`src/capture_pwm_pkg.sv`:
```
// Constants shared by the capture/PWM control block and its testbench.
// Assumes a 32-bit AXI4-Lite register bus and a single module clock.
package capture_pwm_pkg;

  // ----------------------------------------
  // Bus widths and responses
  // ----------------------------------------
  localparam int DATA_W = 32;
  localparam int ADDR_W = 12;
  localparam logic [1:0] RESP_OKAY = 2'h0;
  localparam logic [1:0] RESP_SLVERR = 2'h2;

  // ----------------------------------------
  // Register indices (byte address is four times the index)
  // ----------------------------------------
  localparam logic [9:0] IDX_COUNTER = 10'h000;
  localparam logic [9:0] IDX_PHASE = 10'h004;
  localparam logic [9:0] IDX_SLOT_ONE = 10'h008;
  localparam logic [9:0] IDX_SLOT_TWO = 10'h00C;
  localparam logic [9:0] IDX_SLOT_THREE = 10'h010;
  localparam logic [9:0] IDX_SLOT_FOUR = 10'h014;
  localparam logic [9:0] IDX_CONTROL_ONE = 10'h028;
  localparam logic [9:0] IDX_CONTROL_TWO = 10'h02A;

  // ----------------------------------------
  // Field positions
  // ----------------------------------------
  localparam int POS_LOAD_ENABLE = 8;
  localparam int POS_POLARITY = 10;
  localparam int POS_MODE = 9;
  localparam int POS_SW_SYNC = 8;
  localparam int POS_SYNC_OUT_SEL = 6;
  localparam int POS_SYNC_IN_EN = 5;
  localparam int POS_RUN = 4;
  localparam int POS_STOP_WRAP = 1;

  // ----------------------------------------
  // Reset values and writable masks
  // ----------------------------------------
  localparam logic [15:0] CONTROL_ONE_RESET = 16'h0000;
  localparam logic [15:0] CONTROL_TWO_RESET = 16'h0006;
  localparam logic [15:0] CONTROL_ONE_MASK = 16'h0100;
  localparam logic [15:0] CONTROL_TWO_MASK = 16'h06F7;
  localparam logic [31:0] WORD_RESET = 32'h0000_0000;

  // ----------------------------------------
  // Sync-out source encodings
  // ----------------------------------------
  localparam logic [1:0] SYNC_OUT_PASS = 2'h0;
  localparam logic [1:0] SYNC_OUT_PERIOD = 2'h1;

endpackage

```
`src/capture_pwm_mode_sync_control.sv`:
```
// Capture/auxiliary-PWM timer: mode, polarity and time-base sync control.
// Assumes an AXI4-Lite master on ref_clk and sync neighbours on the same clock.
//
// The implementer's own choices: the AXI4-Lite interface to the registers and the register addresses.
`timescale 1ns/100ps
module capture_pwm_mode_sync_control (
  input wire logic ref_clk,
  input wire logic rst,
  input wire logic [capture_pwm_pkg::ADDR_W-1:0] awaddr,
  input wire logic awvalid,
  output logic awready,
  input wire logic [capture_pwm_pkg::DATA_W-1:0] wdata,
  input wire logic [3:0] wstrb,
  input wire logic wvalid,
  output logic wready,
  output logic [1:0] bresp,
  output logic bvalid,
  input wire logic bready,
  input wire logic [capture_pwm_pkg::ADDR_W-1:0] araddr,
  input wire logic arvalid,
  output logic arready,
  output logic [capture_pwm_pkg::DATA_W-1:0] rdata,
  output logic [1:0] rresp,
  output logic rvalid,
  input wire logic rready,
  input wire logic incomingSync,
  output logic syncOut,
  input wire logic sharedPinIn,
  output logic sharedPinOut,
  output logic sharedPinOe
);
  import capture_pwm_pkg::*;

  // ----------------------------------------
  // Declarations
  // ----------------------------------------
  logic awHeld_ff, nxt_awHeld, wHeld_ff, nxt_wHeld;
  logic [ADDR_W-1:0] awAddr_ff, nxt_awAddr;
  logic [31:0] wData_ff, nxt_wData;
  logic [3:0] wStrb_ff, nxt_wStrb;
  logic awReady_ff, nxt_awReady, wReady_ff, nxt_wReady;
  logic bValid_ff, nxt_bValid, arReady_ff, nxt_arReady, rValid_ff, nxt_rValid;
  logic [1:0] bResp_ff, nxt_bResp, rResp_ff, nxt_rResp;
  logic [31:0] rData_ff, nxt_rData;
  logic wrFire;
  logic [9:0] wrIdx, rdIdx;
  logic wrMapped, rdMapped;
  logic [31:0] wrWord, ctlOneWord;
  logic [31:0] counter_ff, nxt_counter, phase_ff, nxt_phase;
  logic [31:0] slot_ff [4];
  logic [31:0] nxt_slot [4];
  logic [15:0] ctlOne_ff, nxt_ctlOne, ctlTwo_ff, nxt_ctlTwo;
  logic [1:0] capIdx_ff, nxt_capIdx;
  logic prevPin_ff, nxt_prevPin, syncOut_ff, nxt_syncOut, pinOe_ff, nxt_pinOe;
  logic wrCounter, wrPhase, wrCtlOne, wrCtlTwo;
  logic [3:0] wrSlot;
  logic pwmMode, polarity, syncInEn, run, loadEn, swSyncPulse, syncLoad;
  logic periodEqual, pinSynced, capEvent;
  logic [1:0] syncSel, stopWrap;

  function automatic logic [31:0] merge(input logic [31:0] old,
                                        input logic [31:0] data,
                                        input logic [3:0] strb);
    logic [31:0] res;
    res = old;
    for (int b = 0; b < 4; b++) begin
      if (strb[b]) res[8*b +: 8] = data[8*b +: 8];
    end
    return res;
  endfunction

  // ----------------------------------------
  // AXI4-Lite slave
  // ----------------------------------------
  assign wrFire = awHeld_ff && wHeld_ff && !bValid_ff;
  assign wrIdx = awAddr_ff[ADDR_W-1:2];
  assign rdIdx = araddr[ADDR_W-1:2];

  always_comb begin
    wrMapped = 1'b1;
    wrCounter = 1'b0;
    wrPhase = 1'b0;
    wrCtlOne = 1'b0;
    wrCtlTwo = 1'b0;
    wrSlot = 4'h0;
    case (wrIdx)
      IDX_COUNTER: wrCounter = wrFire;
      IDX_PHASE: wrPhase = wrFire;
      IDX_SLOT_ONE: wrSlot[0] = wrFire;
      IDX_SLOT_TWO: wrSlot[1] = wrFire;
      IDX_SLOT_THREE: wrSlot[2] = wrFire;
      IDX_SLOT_FOUR: wrSlot[3] = wrFire;
      IDX_CONTROL_ONE: wrCtlOne = wrFire;
      IDX_CONTROL_TWO: wrCtlTwo = wrFire;
      default: wrMapped = 1'b0;
    endcase
  end

  always_comb begin
    nxt_awHeld = awHeld_ff;
    nxt_awAddr = awAddr_ff;
    nxt_wHeld = wHeld_ff;
    nxt_wData = wData_ff;
    nxt_wStrb = wStrb_ff;
    nxt_bValid = bValid_ff;
    nxt_bResp = bResp_ff;
    nxt_rValid = rValid_ff;
    nxt_rResp = rResp_ff;
    nxt_rData = rData_ff;
    rdMapped = 1'b1;
    if (awvalid && awReady_ff) begin
      nxt_awHeld = 1'b1;
      nxt_awAddr = awaddr;
    end
    if (wvalid && wReady_ff) begin
      nxt_wHeld = 1'b1;
      nxt_wData = wdata;
      nxt_wStrb = wstrb;
    end
    if (bValid_ff && bready) nxt_bValid = 1'b0;
    if (wrFire) begin
      nxt_awHeld = 1'b0;
      nxt_wHeld = 1'b0;
      nxt_bValid = 1'b1;
      nxt_bResp = wrMapped ? RESP_OKAY : RESP_SLVERR;
    end
    if (rValid_ff && rready) nxt_rValid = 1'b0;
    if (arvalid && arReady_ff) begin
      nxt_rValid = 1'b1;
      case (rdIdx)
        IDX_COUNTER: nxt_rData = counter_ff;
        IDX_PHASE: nxt_rData = phase_ff;
        IDX_SLOT_ONE: nxt_rData = slot_ff[0];
        IDX_SLOT_TWO: nxt_rData = slot_ff[1];
        IDX_SLOT_THREE: nxt_rData = slot_ff[2];
        IDX_SLOT_FOUR: nxt_rData = slot_ff[3];
        IDX_CONTROL_ONE: nxt_rData = {16'h0000, ctlOne_ff};
        IDX_CONTROL_TWO: nxt_rData = {16'h0000, ctlTwo_ff};
        default: begin
          rdMapped = 1'b0;
          nxt_rData = WORD_RESET;
        end
      endcase
      nxt_rResp = rdMapped ? RESP_OKAY : RESP_SLVERR;
    end
    nxt_awReady = !nxt_awHeld && !nxt_bValid;
    nxt_wReady = !nxt_wHeld && !nxt_bValid;
    nxt_arReady = !nxt_rValid;
  end

  always_ff @(posedge ref_clk) begin
    if (rst) begin
      awHeld_ff <= 1'b0;
      awAddr_ff <= '0;
      wHeld_ff <= 1'b0;
      wData_ff <= WORD_RESET;
      wStrb_ff <= 4'h0;
      awReady_ff <= 1'b0;
      wReady_ff <= 1'b0;
      bValid_ff <= 1'b0;
      bResp_ff <= RESP_OKAY;
      arReady_ff <= 1'b0;
      rValid_ff <= 1'b0;
      rResp_ff <= RESP_OKAY;
      rData_ff <= WORD_RESET;
    end else begin
      awHeld_ff <= nxt_awHeld;
      awAddr_ff <= nxt_awAddr;
      wHeld_ff <= nxt_wHeld;
      wData_ff <= nxt_wData;
      wStrb_ff <= nxt_wStrb;
      awReady_ff <= nxt_awReady;
      wReady_ff <= nxt_wReady;
      bValid_ff <= nxt_bValid;
      bResp_ff <= nxt_bResp;
      arReady_ff <= nxt_arReady;
      rValid_ff <= nxt_rValid;
      rResp_ff <= nxt_rResp;
      rData_ff <= nxt_rData;
    end
  end

  // ----------------------------------------
  // Control fields and events
  // ----------------------------------------
  assign pwmMode = ctlTwo_ff[POS_MODE];
  assign polarity = ctlTwo_ff[POS_POLARITY];
  assign syncInEn = ctlTwo_ff[POS_SYNC_IN_EN];
  assign run = ctlTwo_ff[POS_RUN];
  assign syncSel = ctlTwo_ff[POS_SYNC_OUT_SEL +: 2];
  assign stopWrap = ctlTwo_ff[POS_STOP_WRAP +: 2];
  assign loadEn = ctlOne_ff[POS_LOAD_ENABLE];
  assign swSyncPulse = wrCtlTwo && wStrb_ff[1] && wData_ff[POS_SW_SYNC];
  assign syncLoad = syncInEn && (incomingSync || swSyncPulse);
  assign periodEqual = run && (counter_ff == slot_ff[0]);
  assign capEvent = pinSynced && !prevPin_ff;

  pin_sync #(
    .WIDTH(1)
  ) u_pin_sync (
    .ref_clk(ref_clk),
    .rst(rst),
    .pinRaw(sharedPinIn),
    .pinSynced(pinSynced)
  );

  pwm_wave u_pwm_wave (
    .ref_clk(ref_clk),
    .rst(rst),
    .enable(pwmMode),
    .polarity(polarity),
    .counter(counter_ff),
    .compare(slot_ff[1]),
    .pwmOut(sharedPinOut)
  );

  // ----------------------------------------
  // Time base, slots and sync chain
  // ----------------------------------------
  always_comb begin
    wrWord = merge({16'h0000, ctlTwo_ff}, wData_ff, wStrb_ff);
    ctlOneWord = merge({16'h0000, ctlOne_ff}, wData_ff, wStrb_ff);
    nxt_counter = counter_ff;
    if (syncLoad) begin
      nxt_counter = phase_ff;
    end else if (wrCounter) begin
      nxt_counter = merge(counter_ff, wData_ff, wStrb_ff);
    end else if (pwmMode && periodEqual) begin
      nxt_counter = WORD_RESET;
    end else if (run) begin
      nxt_counter = counter_ff + 32'h0000_0001;
    end
    nxt_phase = wrPhase ? merge(phase_ff, wData_ff, wStrb_ff) : phase_ff;
    nxt_ctlOne = ctlOne_ff;
    if (wrCtlOne) nxt_ctlOne = ctlOneWord[15:0] & CONTROL_ONE_MASK;
    nxt_ctlTwo = ctlTwo_ff;
    if (wrCtlTwo) nxt_ctlTwo = wrWord[15:0] & CONTROL_TWO_MASK;
    nxt_capIdx = capIdx_ff;
    for (int i = 0; i < 4; i++) begin
      nxt_slot[i] = slot_ff[i];
      if (wrSlot[i]) begin
        nxt_slot[i] = merge(slot_ff[i], wData_ff, wStrb_ff);
      end else if (!pwmMode && loadEn && capEvent && capIdx_ff == 2'(i)) begin
        nxt_slot[i] = counter_ff;
      end
    end
    if (pwmMode && periodEqual) begin
      if (!wrSlot[0]) nxt_slot[0] = slot_ff[2];
      if (!wrSlot[1]) nxt_slot[1] = slot_ff[3];
    end
    if (!pwmMode && loadEn && capEvent) begin
      nxt_capIdx = (capIdx_ff == stopWrap) ? 2'h0 : capIdx_ff + 2'h1;
    end
    nxt_prevPin = pinSynced;
    nxt_pinOe = pwmMode;
    case (syncSel)
      SYNC_OUT_PASS: nxt_syncOut = incomingSync || swSyncPulse;
      SYNC_OUT_PERIOD: nxt_syncOut = periodEqual;
      default: nxt_syncOut = 1'b0;
    endcase
  end

  always_ff @(posedge ref_clk) begin
    if (rst) begin
      counter_ff <= WORD_RESET;
      phase_ff <= WORD_RESET;
      for (int i = 0; i < 4; i++) begin
        slot_ff[i] <= WORD_RESET;
      end
      ctlOne_ff <= CONTROL_ONE_RESET;
      ctlTwo_ff <= CONTROL_TWO_RESET;
      capIdx_ff <= 2'h0;
      prevPin_ff <= 1'b0;
      syncOut_ff <= 1'b0;
      pinOe_ff <= 1'b0;
    end else begin
      counter_ff <= nxt_counter;
      phase_ff <= nxt_phase;
      for (int i = 0; i < 4; i++) begin
        slot_ff[i] <= nxt_slot[i];
      end
      ctlOne_ff <= nxt_ctlOne;
      ctlTwo_ff <= nxt_ctlTwo;
      capIdx_ff <= nxt_capIdx;
      prevPin_ff <= nxt_prevPin;
      syncOut_ff <= nxt_syncOut;
      pinOe_ff <= nxt_pinOe;
    end
  end

  assign awready = awReady_ff;
  assign wready = wReady_ff;
  assign bvalid = bValid_ff;
  assign bresp = bResp_ff;
  assign arready = arReady_ff;
  assign rvalid = rValid_ff;
  assign rresp = rResp_ff;
  assign rdata = rData_ff;
  assign syncOut = syncOut_ff;
  assign sharedPinOe = pinOe_ff;
endmodule

```
`src/pin_sync.sv`:
```
// Two-flop synchroniser for inputs that arrive from a pin.
// Assumes the inputs may change at any time relative to ref_clk.
`timescale 1ns/100ps
module pin_sync #(
  parameter int WIDTH = 1
) (
  input wire logic ref_clk,
  input wire logic rst,
  input wire logic [WIDTH-1:0] pinRaw,
  output logic [WIDTH-1:0] pinSynced
);

  logic [WIDTH-1:0] stageOne_ff;
  logic [WIDTH-1:0] stageTwo_ff;

  // ----------------------------------------
  // One pair of flops per bit
  // ----------------------------------------
  for (genvar i = 0; i < WIDTH; i++) begin : g_bit
    always_ff @(posedge ref_clk) begin
      if (rst) begin
        stageOne_ff[i] <= 1'b0;
        stageTwo_ff[i] <= 1'b0;
      end else begin
        stageOne_ff[i] <= pinRaw[i];
        stageTwo_ff[i] <= stageOne_ff[i];
      end
    end
  end

  assign pinSynced = stageTwo_ff;

endmodule

```
`src/pwm_wave.sv`:
```
// Registered waveform of the auxiliary PWM output.
// Assumes counter and compare come from logic on the same clock.
`timescale 1ns/100ps
module pwm_wave (
  input wire logic ref_clk,
  input wire logic rst,
  input wire logic enable,
  input wire logic polarity,
  input wire logic [31:0] counter,
  input wire logic [31:0] compare,
  output logic pwmOut
);

  logic pwmOut_ff;
  logic nxt_pwmOut;

  // ----------------------------------------
  // Compare value sets active time
  // ----------------------------------------
  always_comb begin
    nxt_pwmOut = 1'b0;
    if (enable) begin
      nxt_pwmOut = (counter < compare) ^ polarity;
    end
  end

  always_ff @(posedge ref_clk) begin
    if (rst) begin
      pwmOut_ff <= 1'b0;
    end else begin
      pwmOut_ff <= nxt_pwmOut;
    end
  end

  assign pwmOut = pwmOut_ff;

endmodule

```
`config.mk`:
```
export PLATFORM = sky130hd
export DESIGN_NAME = capture_pwm_mode_sync_control
export DESIGN_NICKNAME = d
export VERILOG_FILES = /design/src/capture_pwm_pkg.sv /design/src/capture_pwm_mode_sync_control.sv /design/src/pin_sync.sv /design/src/pwm_wave.sv
export SDC_FILE = /design/constraint.sdc
export NUM_CORES = 1
export LEC_CHECK = 0
export ABC_AREA = 1
export BUFFER_PORTS_ARGS = -buffer_cell sky130_fd_sc_hd__clkbuf_2
export CORE_ASPECT_RATIO = 0.9
export CORE_UTILIZATION = 25
export DETAILED_ROUTE_END_ITERATION = 7
export PLACE_DENSITY = 0.43
export SYNTH_ARGS = -nofsm -noshare
export SYNTH_HDL_FRONTEND = slang
export SYNTH_SLANG_ARGS = --single-unit
export TNS_END_PERCENT = 5
```
`constraint.sdc`:
```
create_clock -name ref_clk -period 1.9 [get_ports ref_clk]
set_input_delay 0.285 -clock ref_clk [delete_from_list [all_inputs] [get_ports ref_clk]]
set_output_delay 0.285 -clock ref_clk [all_outputs]
set_load 0.01 [all_outputs]
```
Yosys cells after proc, flatten, opt, wreduce, memory -nomap -nowiden
Memories as Yosys holds them, arrays and structs flattened.
Index checks and enable logic that the tools add are counted.
{"block": "totals", "reg_bits": 173, "ram_bits": 128, "wordCells": 179, "memories": 1}
{"name": "slot_ff", "words": 4, "word_bits": 32, "rd": 4, "rd_clocked_by_memory_dff": 0, "wr": 4, "line_no": "capture_pwm_mode_sync_control.sv:50", "rtl": "logic [31:0] slot_ff [4];"}
{"block": "op_classes", "add_sub_neg": 2, "magnitude_cmp": 1, "eq_ne": 24, "mux": 66, "bitwise_logic": 6, "reduce_logical": 48}
{"op": "32-bit 2-to-1 mux", "n": 18}
{"op": "32-bit case mux with 8 select lines", "n": 1}
{"op": "8-bit 2-to-1 mux", "n": 20}
{"op": "64-bit 2-to-1 mux", "n": 1}
{"op": "10-bit by 4-bit equality test with 1-bit output (second input constant)", "n": 4}
{"op": "10-bit by 5-bit equality test with 1-bit output (second input constant)", "n": 4}
{"op": "10-bit by 6-bit equality test with 1-bit output (second input constant)", "n": 4}
{"op": "32-bit by 1-bit adder with 32-bit output (second input constant)", "n": 1}
{"op": "32-bit equality test", "n": 1}
{"op": "32-bit < comparator", "n": 1}
{"op": "1-bit 2-to-1 mux", "n": 22}
{"op": "2-bit AND reduction", "n": 11}
{"op": "1-bit logical AND", "n": 21}
{"op": "10-bit by 3-bit equality test with 1-bit output (second input constant)", "n": 2}
{"op": "10-bit zero test", "n": 2}
{"op": "8-bit OR reduction", "n": 2}
{"op": "3-bit by 2-bit != test with 1-bit output (second input constant)", "n": 4}
{"op": "1-bit zero test", "n": 7}
{"op": "2-bit 2-to-1 mux", "n": 3}
{"op": "2-bit by 1-bit equality test with 1-bit output (second input constant)", "n": 2}
{"op": "2-bit equality test (second input constant)", "n": 2}
{"op": "2-bit zero test", "n": 2}
{"op": "1-bit bitwise OR", "n": 4}
{"op": "4-bit nonzero test", "n": 1}
{"op": "7 further kinds", "n": 7}

Longest topological paths before layout
{"block": "logic_depth", "word_depth": 9, "mapped_depth": 16, "depth_no_buf": 14}

Cells and area by module
A second synthesis with hierarchy kept.
{"block": "hier_totals", "cells_unflattened": 3202, "hier_area_um2": 19129.6}
{"mod": "capture_pwm_mode_sync_control", "instances": 1, "cells_per_inst": 3057, "area_per_inst_um2": 18211.2, "seq_area_each_um2": 5885.6}
{"mod": "pwm_wave", "instances": 1, "cells_per_inst": 139, "area_per_inst_um2": 863.3, "seq_area_each_um2": 20.0}
{"mod": "pin_sync", "instances": 1, "cells_per_inst": 6, "area_per_inst_um2": 55.1, "seq_area_each_um2": 40.0}

Worst setup path before layout
OpenSTA, ideal clock, no wires.
{"block": "synth_timing", "kind": "register to register", "start": "reg counter_ff[29]", "end": "mem slot_ff[1][12]", "arrival_ps": 1655, "setup_slack_ps": 110, "path_stages_with_launch": 15, "n_path_buf": 3, "path_cell_list": "dfxtp_1 buf_2 inv_1 nand2_1 nand2_1 inv_1 nand3_1 nor2_1 nand2_1 nor2_1 nand3_2 buf_6 buf_2 o211ai_1 a21oi_1"}
{"element": "start: declaration", "line_no": "capture_pwm_mode_sync_control.sv:49", "rtl": "logic [31:0] counter_ff, nxt_counter, phase_ff, nxt_phase;"}
{"element": "start signal: assignment", "line_no": "capture_pwm_mode_sync_control.sv:277", "rtl": "counter_ff <= nxt_counter;"}
{"element": "end: declaration", "line_no": "capture_pwm_mode_sync_control.sv:50"}

==> results.cfg <==
[placed_design]
port_buffers = 106
pre_cts_slack_ns = -0.446
hpwl_um = 57100
placed_cells = 3743
place_congestion = 0.934
place_area_sq_mm = 0.0211

[power]
power_density_mw_per_mm2 = 657
peakVddDrop_uv = 539
finalPower_mw = 15.4
total_leakage_power_nw = 9.82

[worst_hold_path]
hold_path.class = primary input to flip-flop

[die]
die_w_um = 278
fp.coreArea_sq_mm = 0.0675
rows = 90
dieArea_sq_mm = 0.0696
start_util = 0.254
num_io_pins = 113
die_h_um = 250

[logic_synthesis]
synth-seq-area-share = 0.347
yosysWarnings = 0
synth_flop_cell = dfxtp_1
synth.distinct_cells = 41
syn_area_sq_mm = 0.0171
syn_area_per_cell_sq_um = 6.60
synth_edf_count = 0
ys_ff_latch = 297
syn-instance-count = 2595
async_reset_ff_frac = 0

[global_route]
grt_pass1_wl_um = 119000
grt_pass1_vias = 18529
antenna_found_initial = 0
grt_util_all_layers = 0.226
grt_overflow = 0
grt_max_degree = 81

[sta]
drv_slew = 0
whs_ns = 0.0156
hold_viol = 0
fmax_mhz = 472
fin_crit_ns = 2.12
tightestPinTransition_ns = 0.728
slew_headroom = 0.510
skew_ns = 0.0185
setup_viol = 120
setup_tns_ns = -13.98
setup_slack_ns = -0.219
finalCritPeriodShare = 1.12
rsz0062_at_grt = true

[final_layout]
layout_commonest_cell = nand2_1
area_growth_pct = 36.8
fill_cells = 7222
finalNetCount = 3063
final_cell_mix = 522 x nand2_1, 301 x buf_4, 292 x a21oi_1
antenna_cells = 0
final_cells = 3862
utilization = 0.347
drive_above_1_share = 0.236
design_area_sq_mm = 0.0234

[drt]
routed_wl_um = 80200
via_per_inst = 5.06
drtPass1Iterations = 6
drc = 0
ant_nets = 0
wl_per_cell_um = 20.8
first_iter_violations = 1588
num_vias = 19559

[status]
status = finished, violations left
violations = negative setup slack

[worst_setup_path]
cp.buffers_inverters = 5
critPathRequiredTime_ns = 2.39
cp-start-kind = flip-flop
critPathCaptureType = flip-flop
crit_chain = buf_4 > nand2_2 > nand2_1 > inv_1 > nand3_1 > nor2_1 > nand2_1 > nor2_1 > buf_4 > nand3_4 > buf_6 > buf_16 > o211ai_1 > o21ai_0 > a21oi_1
cp_slowest_cell = dfxtp_2
critPathMaxFanout = 32
crit_family = buffers and inverters
critPathMaxStageDelay_ns = 0.32
worstSetupPathType = flip-flop to flip-flop
cp.arrival_ns = 2.61

[clocking]
cts_max_level = 2
clk_path_buf_depth = 3
cts_made_buffers = 40
clkSinkCount = 297
clk_pin_slew_ns = 0.06
clkLatencyLatePin_ns = 0.57
cts_root_buf = clkbuf_16
cts_tree = yes

[job]
cap_viol_max_count = 0
worst min-delay path: cells and delay by family:
kind,cells,cell delay (ns)
AOI/OAI and AO/OA,2,0.17
buffers and inverters,1,0.08
cell families (layout without fill, tap and decap cells):
kind of cell,after synthesis,count (layout),share of synthesized area
compound gates,888,888,0.285
simple gates,857,858,0.213
buf+inv,493,884,0.116
flops,297,297,0.347
fa+ha+maj,36,36,0.0263
xor+xnor,23,23,0.0118
other cells,1,2,0.000219
Yosys cell counts (3+ instances only):
master / n / share of area
nor3_1: 25 / 0.0073
o21ai_0: 352 / 0.10
a21oi_2: 6 / 0.0031
nand3b_1: 9 / 0.0039
a21oi_1: 295 / 0.086
buf_6: 7 / 0.0046
nand2_1: 544 / 0.12
nor4_1: 8 / 0.0029
a31oi_1: 19 / 0.0069
o21ai_1: 33 / 0.0096
o22ai_1: 84 / 0.031
o211ai_2: 7 / 0.0051
xor2_1: 15 / 0.0077
dfxtp_1: 297 / 0.35
ha_1: 36 / 0.026
nand4_1: 28 / 0.010
o21a_1: 7 / 0.0031
buf_4: 6 / 0.0026
buf_2: 52 / 0.015
clkbuf_2: 3 / 0.00088
inv_1: 293 / 0.064
inv_2: 18 / 0.0039
nor2_1: 118 / 0.026
nor2_2: 9 / 0.0033
xnor2_1: 8 / 0.0041
o211ai_1: 53 / 0.023
nand3_1: 92 / 0.027
o31ai_1: 23 / 0.010
buf_1: 4 / 0.00088
nand2_2: 7 / 0.0026
clkbuf_1: 108 / 0.024
o221ai_1: 4 / 0.0020
nand3_2: 14 / 0.0082
report_power, final:
| part | internal [mW] | total, mW | switching, mW |
|---|---|---|---|
| clock | 4.64 | 7.80 | 3.15 |
| combinational | 0.428 | 1.13 | 0.704 |
| sequential | 6.32 | 6.46 | 0.142 |
| total | 11.4 | 15.4 | 4.00 |
layer usage:
layer / vias to the layer above / global-route usage / part of all wire
met4: 0 / 0.0543 / 0.020
li1: 9482 / - / -
met3: 97 / 0.0333 / 0.068
met2: 765 / 0.345 / 0.43
met1: 9215 / 0.329 / 0.48
met5: - / 0 / 0
layout make-up:
type	instances	area, sq um	share of cell area
multi-input combinational	1807	9580	0.409
clock inverter	15	164	0.00699
clock buffer	57	1160	0.0493
sequential	297	5990	0.256
inverter	313	1200	0.0511
timing repair buffer	499	4260	0.182
tap	874	1090	0.0467
state kept, by name, indices dropped and copies added (netlist names), 2 cells and up:
register / count
rdata: 32
wStrb_ff: 4
counter_ff: 32
awAddr_ff: 10
phase_ff: 32
ctlTwo_ff: 9
wData_ff: 32
slot_ff: 128
capIdx_ff: 2
path summary, 6_finish.rpt:
check	from	endpoint	slack, ns	cells past startpoint
min reg2reg	u_pin_sync.pinSynced	prevPin_ff	0.43	2
max reg2reg	counter_ff[31]	slot_ff[0][20]	-0.22	15
min	wdata[15]	wData_ff[15]	0.02	3
max	counter_ff[31]	slot_ff[0][20]	-0.22	15
timing repair:
| action | 4_1_cts | 5_1_grt |
|---|---|---|
| endpoints found under the setup margin | 176 | 196 |
| endpoints found under the hold margin | 25 | 0 |
| gates cloned | 4 | 1 |
| buffers inserted | 19 | 3 |
| pin swaps | 13 | 41 |
| hold buffers | 24 | 0 |
| resized for setup | 130 | 107 |
Note: power is estimated with default switching activity, not from simulation.
